[src/logic/hces_map.vh]
`ifndef HCES_MAP_VH
`define HCES_MAP_VH
// register byte addresses (index times four)
`define HCES_IDX_STAT_B      8'h3B
`define HCES_ADDR_STAT_B     10'h0EC
`define HCES_ADDR_STAT_A     10'h0E8
`define HCES_ADDR_CTRL       10'h0F0
`define HCES_ADDR_STATE      10'h0F4
`define HCES_ADDR_LINE       10'h0F8
`define HCES_ADDR_RXINFO     10'h0FC
// control register fields
`define HCES_CTL_AUTO        0
`define HCES_CTL_LOOP        1
`define HCES_CTL_DMA         2
`define HCES_CTL_DPLL_RX     3
`define HCES_CTL_DPLL_TX     4
`define HCES_CTL_VIS         5
`define HCES_CTL_W           6
// event mask: bits set mean masked
`define HCES_MASK_RST        8'hFF
`define HCES_STAT_RST        8'h00
// status a bit positions
`define HCES_A_RFS           6
`define HCES_A_RSC           5
`define HCES_A_PCE           4
`define HCES_A_DPLL_UNSYNC_FLAG          3
`define HCES_A_CARRIER_CHANGE_FLAG          2
`define HCES_A_RFO           1
`define HCES_A_RPF           0
// status b bit positions
`define HCES_B_EOP           7
`define HCES_B_OLP           6
`define HCES_B_ACTIVE_ON_LOOP_FLAG          5
`define HCES_B_XPR           0
// loop states, frame-start byte delay and pool size
`define HCES_LS_OFF          2'h0
`define HCES_LS_WAIT_ON      2'h1
`define HCES_LS_ON           2'h2
`define HCES_LS_ACTIVE       2'h3
`define HCES_LS_WAIT_ACT     2'h1
`define HCES_FRAME_DELAY     2'h2
`define HCES_POOL_BYTES      6'h20
`endif

[src/logic/hces_top.v]
// Functional notes
// - raise frame-start flag two bytes after address match or opening flag.
// - control field, address low, status bits 3..0 valid when frame-start rises.
// - auto mode: remote ready change sets flag; present state readable.
// - auto mode: bad N(R) or S-frame with info field sets protocol error.
// - DPLL lock loss sets unsync flag when receive clock uses DPLL.
// - while DPLL unsynced, receiver aborted and disabled until lock returns.
// - DPLL unsync also halts transmit when transmit clock uses DPLL.
// - every carrier detect edge sets flag; level readable separately.
// - discarded complete frame due to full FIFO sets frame overflow flag.
// - 32 bytes of unfinished frame in FIFO set pool full flag.
// - pool full event only in interrupt mode, never DMA mode.
// - reading second status register clears only the bits it returned.
// - transmit pool ready bit also cleared on its vector output.
// - masked-visible option records masked events; no vector or summary.
// - loop mode: end-of-poll sequence sets end-of-poll flag.
// - go-on-loop sets on-loop at next end-of-poll; also on leaving active.
// - on-loop: received bits repeated onto transmit with one bit delay.
// - outside loop mode data overflow flag warns; reception continues later.
// - data overflow event belongs to interrupt group 7 or 8.
// - data overflow event raised at once, independent of frame status byte.
// - go-active-on-loop sets active-on-loop flag at next end-of-poll.
// - entering active-on-loop stops repeating and starts own transmission.
//
// The Avalon-MM interface to the registers was decided locally.
`timescale 1ns/1ns
`include "hces_map.vh"
module hces_top
(
  // clock and reset
  input  wire        CORE_CLK_I,
  input  wire        RST_N_I,
  // avalon-mm slave
  input  wire [9:0]  AVS_ADDRESS_I,
  input  wire        AVS_READ_I,
  input  wire        AVS_WRITE_I,
  input  wire [31:0] AVS_WRITEDATA_I,
  input  wire [3:0]  AVS_BYTEENABLE_I,
  output reg  [31:0] AVS_READDATA_O,
  output wire        AVS_WAITREQUEST_O,
  // receiver events
  input  wire        FRAME_START_I,
  input  wire        RX_BYTE_I,
  input  wire [7:0]  RX_CONTROL_FIELD_I,
  input  wire [7:0]  RX_ADDRESS_LOW_I,
  input  wire [3:0]  RX_STATUS_LOW_I,
  input  wire        REMOTE_READY_I,
  input  wire        REMOTE_READY_VALID_I,
  input  wire        BAD_NR_I,
  input  wire        SFRAME_INFO_I,
  input  wire        DPLL_LOCK_I,
  input  wire        CARRIER_DETECT_I,
  input  wire        FRAME_DISCARD_I,
  input  wire [5:0]  FRAME_FILL_I,
  input  wire        FRAME_END_I,
  input  wire        FIFO_OVERRUN_I,
  input  wire        END_OF_POLL_I,
  // transmit side events
  input  wire        TX_POOL_READY_I,
  input  wire        TX_POOL_VECTOR_I,
  input  wire        GO_ON_LOOP_I,
  input  wire        GO_ACTIVE_I,
  input  wire        LEAVE_ACTIVE_I,
  // serial line
  input  wire        BIT_STROBE_I,
  input  wire        RXD_I,
  input  wire        OWN_TXD_I,
  output reg         TXD_O,
  // receiver and transmitter control
  output wire        RX_ABORT_O,
  output wire        TX_HALT_O,
  output wire        OWN_TX_EN_O,
  // summary and vector request
  output wire [1:0]  EVENT_SUMMARY_O,
  output wire        INT_GROUP8_O
);

  ////////////////////////////////////////////////////////////////////////////
  reg  [1:0]  rst_sync_q;
  wire        rst_n = rst_sync_q[1];

  always @(posedge CORE_CLK_I or negedge RST_N_I)
  begin
    if (!RST_N_I)
      rst_sync_q <= 2'h0;
    else
      rst_sync_q <= {rst_sync_q[0], 1'b1};
  end

  ////////////////////////////////////////////////////////////////////////////
  reg  [`HCES_CTL_W-1:0] ctrl_q;
  reg  [7:0]  mask_a_q;
  reg  [7:0]  mask_b_q;
  reg  [7:0]  stat_a_q;
  reg  [7:0]  stat_b_q;
  reg  [1:0]  loop_q;
  reg         pend_act_q;
  reg  [1:0]  fs_cnt_q;
  reg         fs_run_q;
  reg  [7:0]  ctl_field_q;
  reg  [7:0]  addr_low_q;
  reg  [3:0]  stat_low_q;
  reg         remote_ready_q;
  reg         dpll_lock_q;
  reg         cd_q;
  reg         fill_hit_q;
  reg         rd_done_q;

  wire auto_mode = ctrl_q[`HCES_CTL_AUTO];
  wire loop_mode = ctrl_q[`HCES_CTL_LOOP];
  wire dma_mode  = ctrl_q[`HCES_CTL_DMA];
  wire dpll_rx   = ctrl_q[`HCES_CTL_DPLL_RX];
  wire dpll_tx   = ctrl_q[`HCES_CTL_DPLL_TX];
  wire masked_visible_option       = ctrl_q[`HCES_CTL_VIS];

  // single-cycle wait state so read data leaves a flop
  wire req = AVS_READ_I | AVS_WRITE_I;
  assign AVS_WAITREQUEST_O = req & ~rd_done_q;
  wire acc    = req & rd_done_q;
  wire rd_acc = acc & AVS_READ_I;
  wire wr_acc = acc & AVS_WRITE_I & AVS_BYTEENABLE_I[0];
  wire rd_a   = rd_acc & (AVS_ADDRESS_I == `HCES_ADDR_STAT_A);
  wire rd_b   = rd_acc & (AVS_ADDRESS_I == `HCES_ADDR_STAT_B);
  // read data is loaded in the wait cycle so it stands at the accepting edge
  wire rd_first = req & ~rd_done_q & AVS_READ_I;
  // a read clears only what it showed; events after the load stay pending
  wire [7:0] clr_a = rd_a ? AVS_READDATA_O[7:0] : 8'h00;
  wire [7:0] clr_b = (rd_b ? AVS_READDATA_O[7:0] : 8'h00) | {7'h0, TX_POOL_VECTOR_I};

  ////////////////////////////////////////////////////////////////////////////
  // event detection
  wire dpll_unsync = dpll_rx & ~DPLL_LOCK_I;
  wire fs_fire     = fs_run_q & RX_BYTE_I & (fs_cnt_q == `HCES_FRAME_DELAY - 2'h1);
  wire ev_rsc   = auto_mode & REMOTE_READY_VALID_I & (REMOTE_READY_I != remote_ready_q);
  wire ev_pce   = auto_mode & (BAD_NR_I | SFRAME_INFO_I);
  wire ev_dpll_unsync_flag  = dpll_unsync & dpll_lock_q;
  wire ev_carrier_change_flag  = CARRIER_DETECT_I != cd_q;
  wire pool_hit = FRAME_FILL_I >= `HCES_POOL_BYTES;
  wire ev_rpf   = ~dma_mode & pool_hit & ~fill_hit_q & ~FRAME_END_I;
  wire ev_eop   = loop_mode & END_OF_POLL_I;
  wire ev_olp   = loop_mode & (((loop_q == `HCES_LS_WAIT_ON) & END_OF_POLL_I)
                  | ((loop_q == `HCES_LS_ACTIVE) & LEAVE_ACTIVE_I));
  wire ev_rdo   = ~loop_mode & FIFO_OVERRUN_I;
  wire ev_active_on_loop_flag  = loop_mode & pend_act_q & END_OF_POLL_I;
  // shared positions carry loop or non-loop events
  wire ev_b6    = loop_mode ? ev_olp : ev_rdo;

  wire ev_rfo   = FRAME_DISCARD_I;

  wire [7:0] ev_a = {1'b0, fs_fire, ev_rsc, ev_pce, ev_dpll_unsync_flag, ev_carrier_change_flag, ev_rfo, ev_rpf};
  wire [7:0] ev_b = {ev_eop, ev_b6, ev_active_on_loop_flag, 4'h0, TX_POOL_READY_I};

  // masked events are kept only with the visible option
  function [7:0] keep;
    input [7:0] ev;
    input [7:0] mask;
    input       v;
    begin
      keep = ev & (~mask | {8{v}});
    end
  endfunction

  assign RX_ABORT_O  = dpll_unsync;
  assign TX_HALT_O   = dpll_unsync & dpll_tx;
  assign OWN_TX_EN_O = loop_q == `HCES_LS_ACTIVE;
  // masked bits never reach the summary, even when visible
  assign EVENT_SUMMARY_O = {|(stat_a_q & ~mask_a_q), |(stat_b_q & ~mask_b_q)};
  assign INT_GROUP8_O = stat_b_q[`HCES_B_OLP] & ~mask_b_q[`HCES_B_OLP] & ~loop_mode;

  ////////////////////////////////////////////////////////////////////////////
  // status update shared by both registers
  function [7:0] stat_next;
    input [7:0] cur;
    input [7:0] clr;
    input [7:0] ev;
    begin
      // set wins over clear in the same cycle
      stat_next = (cur & ~clr) | ev;
    end
  endfunction

  ////////////////////////////////////////////////////////////////////////////
  // bus side: wait state, read data, control and masks
  always @(posedge CORE_CLK_I or negedge rst_n)
  begin
    if (!rst_n)
    begin
      rd_done_q      <= 1'b0;
      ctrl_q         <= {`HCES_CTL_W{1'b0}};
      mask_a_q       <= `HCES_MASK_RST;
      mask_b_q       <= `HCES_MASK_RST;
      AVS_READDATA_O <= 32'h0;
    end
    else
    begin
      rd_done_q <= req & ~rd_done_q;
      if (wr_acc)
      begin
        case (AVS_ADDRESS_I)
          `HCES_ADDR_CTRL:   ctrl_q   <= AVS_WRITEDATA_I[`HCES_CTL_W-1:0];
          `HCES_ADDR_STAT_A: mask_a_q <= AVS_WRITEDATA_I[7:0];
          `HCES_ADDR_STAT_B: mask_b_q <= AVS_WRITEDATA_I[7:0];
          default:           ctrl_q   <= ctrl_q;
        endcase
      end
      if (rd_first)
      begin
        case (AVS_ADDRESS_I)
          `HCES_ADDR_STAT_A: AVS_READDATA_O <= {24'h0, stat_a_q};
          `HCES_ADDR_STAT_B: AVS_READDATA_O <= {24'h0, stat_b_q};
          `HCES_ADDR_CTRL:   AVS_READDATA_O <= {26'h0, ctrl_q};
          `HCES_ADDR_STATE:  AVS_READDATA_O <= {28'h0, loop_q, remote_ready_q, dpll_lock_q};
          `HCES_ADDR_LINE:   AVS_READDATA_O <= {31'h0, cd_q};
          `HCES_ADDR_RXINFO: AVS_READDATA_O <= {12'h0, stat_low_q, addr_low_q, ctl_field_q};
          default:           AVS_READDATA_O <= 32'h0;
        endcase
      end
    end
  end

  ////////////////////////////////////////////////////////////////////////////
  // event status registers
  always @(posedge CORE_CLK_I or negedge rst_n)
  begin
    if (!rst_n)
    begin
      stat_a_q <= `HCES_STAT_RST;
      stat_b_q <= `HCES_STAT_RST;
    end
    else
    begin
      stat_a_q <= stat_next(stat_a_q, clr_a, keep(ev_a, mask_a_q, masked_visible_option));
      stat_b_q <= stat_next(stat_b_q, clr_b, keep(ev_b, mask_b_q, masked_visible_option));
    end
  end

  ////////////////////////////////////////////////////////////////////////////
  // frame-start byte counter and header capture
  always @(posedge CORE_CLK_I or negedge rst_n)
  begin
    if (!rst_n)
    begin
      fs_cnt_q    <= 2'h0;
      fs_run_q    <= 1'b0;
      ctl_field_q <= 8'h00;
      addr_low_q  <= 8'h00;
      stat_low_q  <= 4'h0;
    end
    else
    begin
      // frame-start counts two received bytes, then fires
      if (FRAME_START_I & ~RX_ABORT_O)
      begin
        fs_run_q <= 1'b1;
        fs_cnt_q <= 2'h0;
      end
      else if (fs_run_q & RX_BYTE_I)
      begin
        fs_cnt_q <= fs_cnt_q + 2'h1;
        if (fs_fire)
          fs_run_q <= 1'b0;
      end
      if (RX_ABORT_O)
        fs_run_q <= 1'b0;
      // capture header with the flag so software sees it settled
      if (fs_fire)
      begin
        ctl_field_q <= RX_CONTROL_FIELD_I;
        addr_low_q  <= RX_ADDRESS_LOW_I;
        stat_low_q  <= RX_STATUS_LOW_I;
      end
    end
  end

  ////////////////////////////////////////////////////////////////////////////
  // line and remote state samples used for edge detection
  always @(posedge CORE_CLK_I or negedge rst_n)
  begin
    if (!rst_n)
    begin
      remote_ready_q <= 1'b0;
      dpll_lock_q    <= 1'b0;
      cd_q           <= 1'b0;
      fill_hit_q     <= 1'b0;
    end
    else
    begin
      if (auto_mode & REMOTE_READY_VALID_I)
        remote_ready_q <= REMOTE_READY_I;
      dpll_lock_q <= ~dpll_unsync;
      cd_q        <= CARRIER_DETECT_I;
      // one pool-full event each time the fill reaches the pool size; rearmed when the fill drops or the frame ends
      if (FRAME_END_I | ~pool_hit)
        fill_hit_q <= 1'b0;
      else
        fill_hit_q <= 1'b1;
    end
  end

  ////////////////////////////////////////////////////////////////////////////
  // loop state machine and bit repeater
  reg rxd_dly_q;

  always @(posedge CORE_CLK_I or negedge rst_n)
  begin
    if (!rst_n)
    begin
      loop_q     <= `HCES_LS_OFF;
      pend_act_q <= 1'b0;
    end
    else
    begin
      if (!loop_mode)
      begin
        loop_q     <= `HCES_LS_OFF;
        pend_act_q <= 1'b0;
      end
      else
      begin
        if (GO_ACTIVE_I & (loop_q == `HCES_LS_ON))
          pend_act_q <= 1'b1;
        else if (ev_active_on_loop_flag)
          pend_act_q <= 1'b0;
        case (loop_q)
          `HCES_LS_OFF:     if (GO_ON_LOOP_I) loop_q <= `HCES_LS_WAIT_ON;
          `HCES_LS_WAIT_ON: if (END_OF_POLL_I) loop_q <= `HCES_LS_ON;
          `HCES_LS_ON:      if (ev_active_on_loop_flag) loop_q <= `HCES_LS_ACTIVE;
          `HCES_LS_ACTIVE:  if (LEAVE_ACTIVE_I) loop_q <= `HCES_LS_ON;
          default:          loop_q <= `HCES_LS_OFF;
        endcase
      end
    end
  end

  ////////////////////////////////////////////////////////////////////////////
  // bit repeater; idle line level is high
  always @(posedge CORE_CLK_I or negedge rst_n)
  begin
    if (!rst_n)
    begin
      rxd_dly_q <= 1'b1;
      TXD_O     <= 1'b1;
    end
    else if (BIT_STROBE_I)
    begin
      rxd_dly_q <= RXD_I;
      if (loop_q == `HCES_LS_ON)
        TXD_O <= rxd_dly_q;
      else
        TXD_O <= OWN_TXD_I;
    end
  end

endmodule

[config.mk]
export PLATFORM = sky130hd
export DESIGN_NAME = hces_top
export DESIGN_NICKNAME = d
export VERILOG_FILES = /design/src/logic/hces_top.v
export VERILOG_INCLUDE_DIRS = /design/src /design/src/logic
export SDC_FILE = /design/constraint.sdc
export NUM_CORES = 1
export LEC_CHECK = 0
export ABC_AREA = 1
export BUFFER_PORTS_ARGS = -buffer_cell sky130_fd_sc_hd__buf_2
export CAP_MARGIN = 20
export CORE_MARGIN = 10
export CORE_UTILIZATION = 56
export CTS_CLUSTER_SIZE = 25
export DETAILED_ROUTE_END_ITERATION = 6
export GPL_TIMING_DRIVEN = 1
export PLACE_DENSITY = 0.95
export RECOVER_POWER = 25
export SLEW_MARGIN = 20
export SYNTH_ARGS = -nofsm -noshare
export SYNTH_HDL_FRONTEND = slang
export SYNTH_SLANG_ARGS = --single-unit
export TNS_END_PERCENT = 10
[constraint.sdc]
create_clock -name CORE_CLK_I -period 4.93 [get_ports CORE_CLK_I]
set_input_delay 0.986 -clock CORE_CLK_I [delete_from_list [all_inputs] [get_ports CORE_CLK_I]]
set_output_delay 0.986 -clock CORE_CLK_I [all_outputs]
set_load 0.02 [all_outputs]
==> results.txt <==
- # placed instances: 708
* Shortest period the worst path allows: 2.79 ns
* Switching pwr: 0.425 mW
- Cell internal power was estimated by the tool at 1.07 mW.
- Worst Hold Margin: 0.361 ns
- By area the synthesized netlist is led by sky130_fd_sc_hd__dfrtp_1 42%, sky130_fd_sc_hd__nand2_1 15%, sky130_fd_sc_hd__dfstp_2 11%, sky130_fd_sc_hd__inv_1 4.9%, sky130_fd_sc_hd__nand4_1 2.8%.
- Final routed DRC violation total: 0
* Core Rows: 32
* Clock root buffer master: sky130_fd_sc_hd__clkbuf_8
- The number of hold-slack violations in the final timing report is 0.
- Remaining Overflow, GRT: 0
- TritonCTS built the clock tree.
- Met2 WL: 5610 um
- Vias in the first global route: 3,868
* Total I/O pin count: 136
- Of the synthesized area, sequential elements account for 0.522.
* Number of clock buffers inserted by TritonCTS: 9
- STA classifies the critical path endpoint as an output pin.
* Overall Global Routing Usage: 0.197
* Post-synth design cell area: 0.00450 sq mm
* Final nets: 715
- The worst hold path belongs to the class register to register.
* Data required, critical path: 3.94 ns
- Diodes inserted: 0
- The number of antenna violations at the first check in global routing is 0.
* Antenna Nets Post-Route: 0
- Worst slew pin tran: 1.62 ns
- Once the clock tree was built, the setup fixing pass inserted 0 buffers.
- Of the total power, the clock network draws 0.304.
- The biggest area contributor in the post-synthesis netlist is sky130_fd_sc_hd__dfrtp_1.
- The initial utilization of the core area, before any placement, comes to 0.580.
- The die covers 0.0120 sq mm.
* Post-layout instance area: 0.00515 sq mm
* Max Freq: 359 MHz
- Measured along the x axis, the die boundary spans 110 um.
- Maximum fanout count along the critical path: 4
- Counting flops with a built-in enable in the synthesized netlist gives 0.
* Number of library cell types mapped by synthesis: 43
- Across the run, the number of max-cap violations was 1.
* Max-slew violation total from the final report: 40
- Crit path arrival time: 1.80 ns
- In this run the standard cell core region covers 0.00777 sq mm.
* Status: finished with violations
- Post-synth top cells: 182 x sky130_fd_sc_hd__nand2_1, 75 x sky130_fd_sc_hd__dfrtp_1, 59 x sky130_fd_sc_hd__inv_1
- Detail Route met3 WL: 1360 um
- From bottom edge to top edge, the die measures 110 um.
- Most used flip-flop cell after synthesis: sky130_fd_sc_hd__dfrtp_1
- Most common cell in the synthesized netlist: sky130_fd_sc_hd__nand2_1
* First-pass GRT wire length: 18,700 um
- Setup repair after global routing missed its margin: no
- The critical path is of the input pin to output pin type.
- Kind of start point of the critical path: input pin
- The average instance in the mapped netlist occupies 8.46 sq um.
- Cts hold-fix bufs: 0
* Final weighted congestion of routability-driven global placement: 0.936
* Final routed wire length divided by cell count: 16.6 um
* Slew headroom: -0.0832
- Dividing the final minimum period by the clock period gives 0.565.
* Initial DRT Pass Iterations: 7
* Number of buffers added on ports: 91
* Yosys reg bits: 93
- Post-layout power: 1.50 mW
- Setup TNS after final layout: 0 ns
- The clock net in this run drives a total of 93 sinks.
- Cell count after synthesis: 532
* Ratio of routed vias to standard cells: 5.48
- In the final layout, the share of cells above drive strength 1 is 0.254.
- Count of endpoints failing setup in the final report: 0
- Area grow syn2layout: 14.3%
- Detailed placement ended at an HPWL of 8890 um.
- After clock tree synthesis, the clock-pin slew on the worst setup and hold paths is 0.09 ns.
- In this run the static leakage power is 2.69 nW.
- Placed inst area: 0.00495 sq mm
* Part of the total power dissipated in combinational logic: 0.116
- Counting along the longest clock path gives a buffer depth of 2.
* Number of H-tree levels: 3
- Summing over every cut layer, the via total after detailed routing is 3,972.
- Net Sw Frac: 0.284
- IR analysis of the VDD net gives a maximum drop of 0.000130 V.
- Total Routed Length: 12,000 um
- FFs w/ async S/R, synth: 1.00
- Dividing total power by cell area gives a power density of 291 mW/mm^2.
- Entering global routing, the biggest net connects 92 pins.
- Initial DRC count: 364
- For this block, wires on met1 add up to 4540 um.
* Hold depth: 0
- The clock arrives with 0.0107 ns of skew.
- Share of Yosys cell area claimed by the top area cell type: 0.417
- The number of gates resized after CTS was 0.
- During synthesis, Yosys emitted a total of 0 warnings.
- Count of placed standard cells in the final layout, fillers left out: 725
* Power share of the sequential group: 0.580
- Top routing layer in use: met4
- Violations in the final reports: max-capacitance violations, max-slew violations
* Clk_lat worst skew: 0.36 ns
- The number of cells on the worst reg-to-reg path is 6.
stage by stage:
stage / setup WS (ns) / util
6_report: 2.14 / 0.663
5_1_grt: 2.11 / 0.663
4_1_cts: 2.15 / 0.660
3_5_place_dp: 2.16 / 0.638
3_3_place_gp: 2.14 / 0.638
2_1_floorplan: 2.15 / -
metal layers:
metal	vias up	track usage
li1	1859	-
met1	1852	0.246
met2	220	0.302
met3	41	0.0562
met4	0	0.112
met5	-	0
power by group through the flow:
stage          combinational [mW]  sequential, mW  clock [mW]
3_5_place_dp                0.162           0.891           0
5_1_grt                     0.197           0.877       0.494
4_1_cts                     0.163           0.877       0.463
2_1_floorplan               0.113           0.878           0
6_report                    0.173           0.869       0.456
3_3_place_gp                0.153           0.887           0
worst max-delay path, stage by stage:
cell and delay (ns):
sky130_fd_sc_hd__buf_2 0.10, sky130_fd_sc_hd__nor2_1 0.20, sky130_fd_sc_hd__inv_1 0.15, sky130_fd_sc_hd__nor2_1 0.16, sky130_fd_sc_hd__buf_2 0.19
path summary, 6_finish.rpt:
check	slack, ns	endpoint	start
max in group asynchronous	3.27	TXD_O	rst_sync_q[1]
worst min register to register	0.36	rst_sync_q[1]	rst_sync_q[0]
worst min-delay path	0.36	rst_sync_q[1]	rst_sync_q[0]
worst max-delay path	2.14	TX_HALT_O	DPLL_LOCK_I
worst max register to register	2.95	stat_a_q[6]	fs_cnt_q[1]
min in group asynchronous	0.39	rst_sync_q[1]	RST_N_I
cells in the final DEF (no fill, tap or decap), types with 2 or more instances in the layout:
| cell type | n |
|---|---|
| sky130_fd_sc_hd__nand2_1 | 182 |
| sky130_fd_sc_hd__buf_2 | 89 |
| sky130_fd_sc_hd__dfrtp_1 | 75 |
| sky130_fd_sc_hd__inv_1 | 59 |
| sky130_fd_sc_hd__o21ai_0 | 24 |
| sky130_fd_sc_hd__nand3_1 | 23 |
| sky130_fd_sc_hd__o21ai_1 | 21 |
| sky130_fd_sc_hd__nand4_1 | 20 |
| sky130_fd_sc_hd__dfstp_2 | 18 |
| sky130_fd_sc_hd__nor2_1 | 15 |
| sky130_fd_sc_hd__conb_1 | 13 |
| sky130_fd_sc_hd__clkbuf_8 | 9 |
| sky130_fd_sc_hd__o21ai_2 | 8 |
| sky130_fd_sc_hd__nand2_2 | 7 |
| sky130_fd_sc_hd__nor2_4 | 5 |
| sky130_fd_sc_hd__o31ai_1 | 4 |
| sky130_fd_sc_hd__a21oi_1 | 4 |
| sky130_fd_sc_hd__inv_2 | 3 |
| sky130_fd_sc_hd__o211ai_1 | 3 |
| sky130_fd_sc_hd__a221oi_1 | 3 |
| sky130_fd_sc_hd__o21bai_1 | 3 |
| sky130_fd_sc_hd__nor2_8 | 2 |
| sky130_fd_sc_hd__or2_2 | 2 |
| sky130_fd_sc_hd__nor2_2 | 2 |
| sky130_fd_sc_hd__o22ai_1 | 2 |
| sky130_fd_sc_hd__mux2_2 | 2 |
| sky130_fd_sc_hd__clkinv_2 | 2 |
| sky130_fd_sc_hd__inv_6 | 2 |
| sky130_fd_sc_hd__clkinv_4 | 2 |
| sky130_fd_sc_hd__clkbuf_1 | 2 |
registers in the layout (all words and copies together), names as in the netlist, 2 cells and up:
register        flops
rst_sync_q          2
mask_a_q            8
stat_low_q          4
stat_b_q            8
loop_q              2
mask_b_q            8
fs_cnt_q            2
addr_low_q          8
AVS_READDATA_O     20
ctrl_q              6
stat_a_q            8
ctl_field_q         8
final cells by class:
class	count	area, sq um
Tap cell	102	128
Timing Repair Buffer	92	480
Clock buffer	9	124
Sequential cell	93	2350
Multi-Input combinational cell	360	1780
Fill cell	649	2620
Clock inverter	7	48.8
Inverter	62	233
cell families after synthesis:
group	synth area share
AND/OR/NAND/NOR	0.267
flip-flops	0.522
buffers and inverters	0.0909
AO/OA/AOI/OAI	0.107
other	0.00167
XOR/XNOR	0.00389
multiplexers	0.00500
adder cells (fa/ha/maj)	0.00278
(Power assumes the default switching activity.)
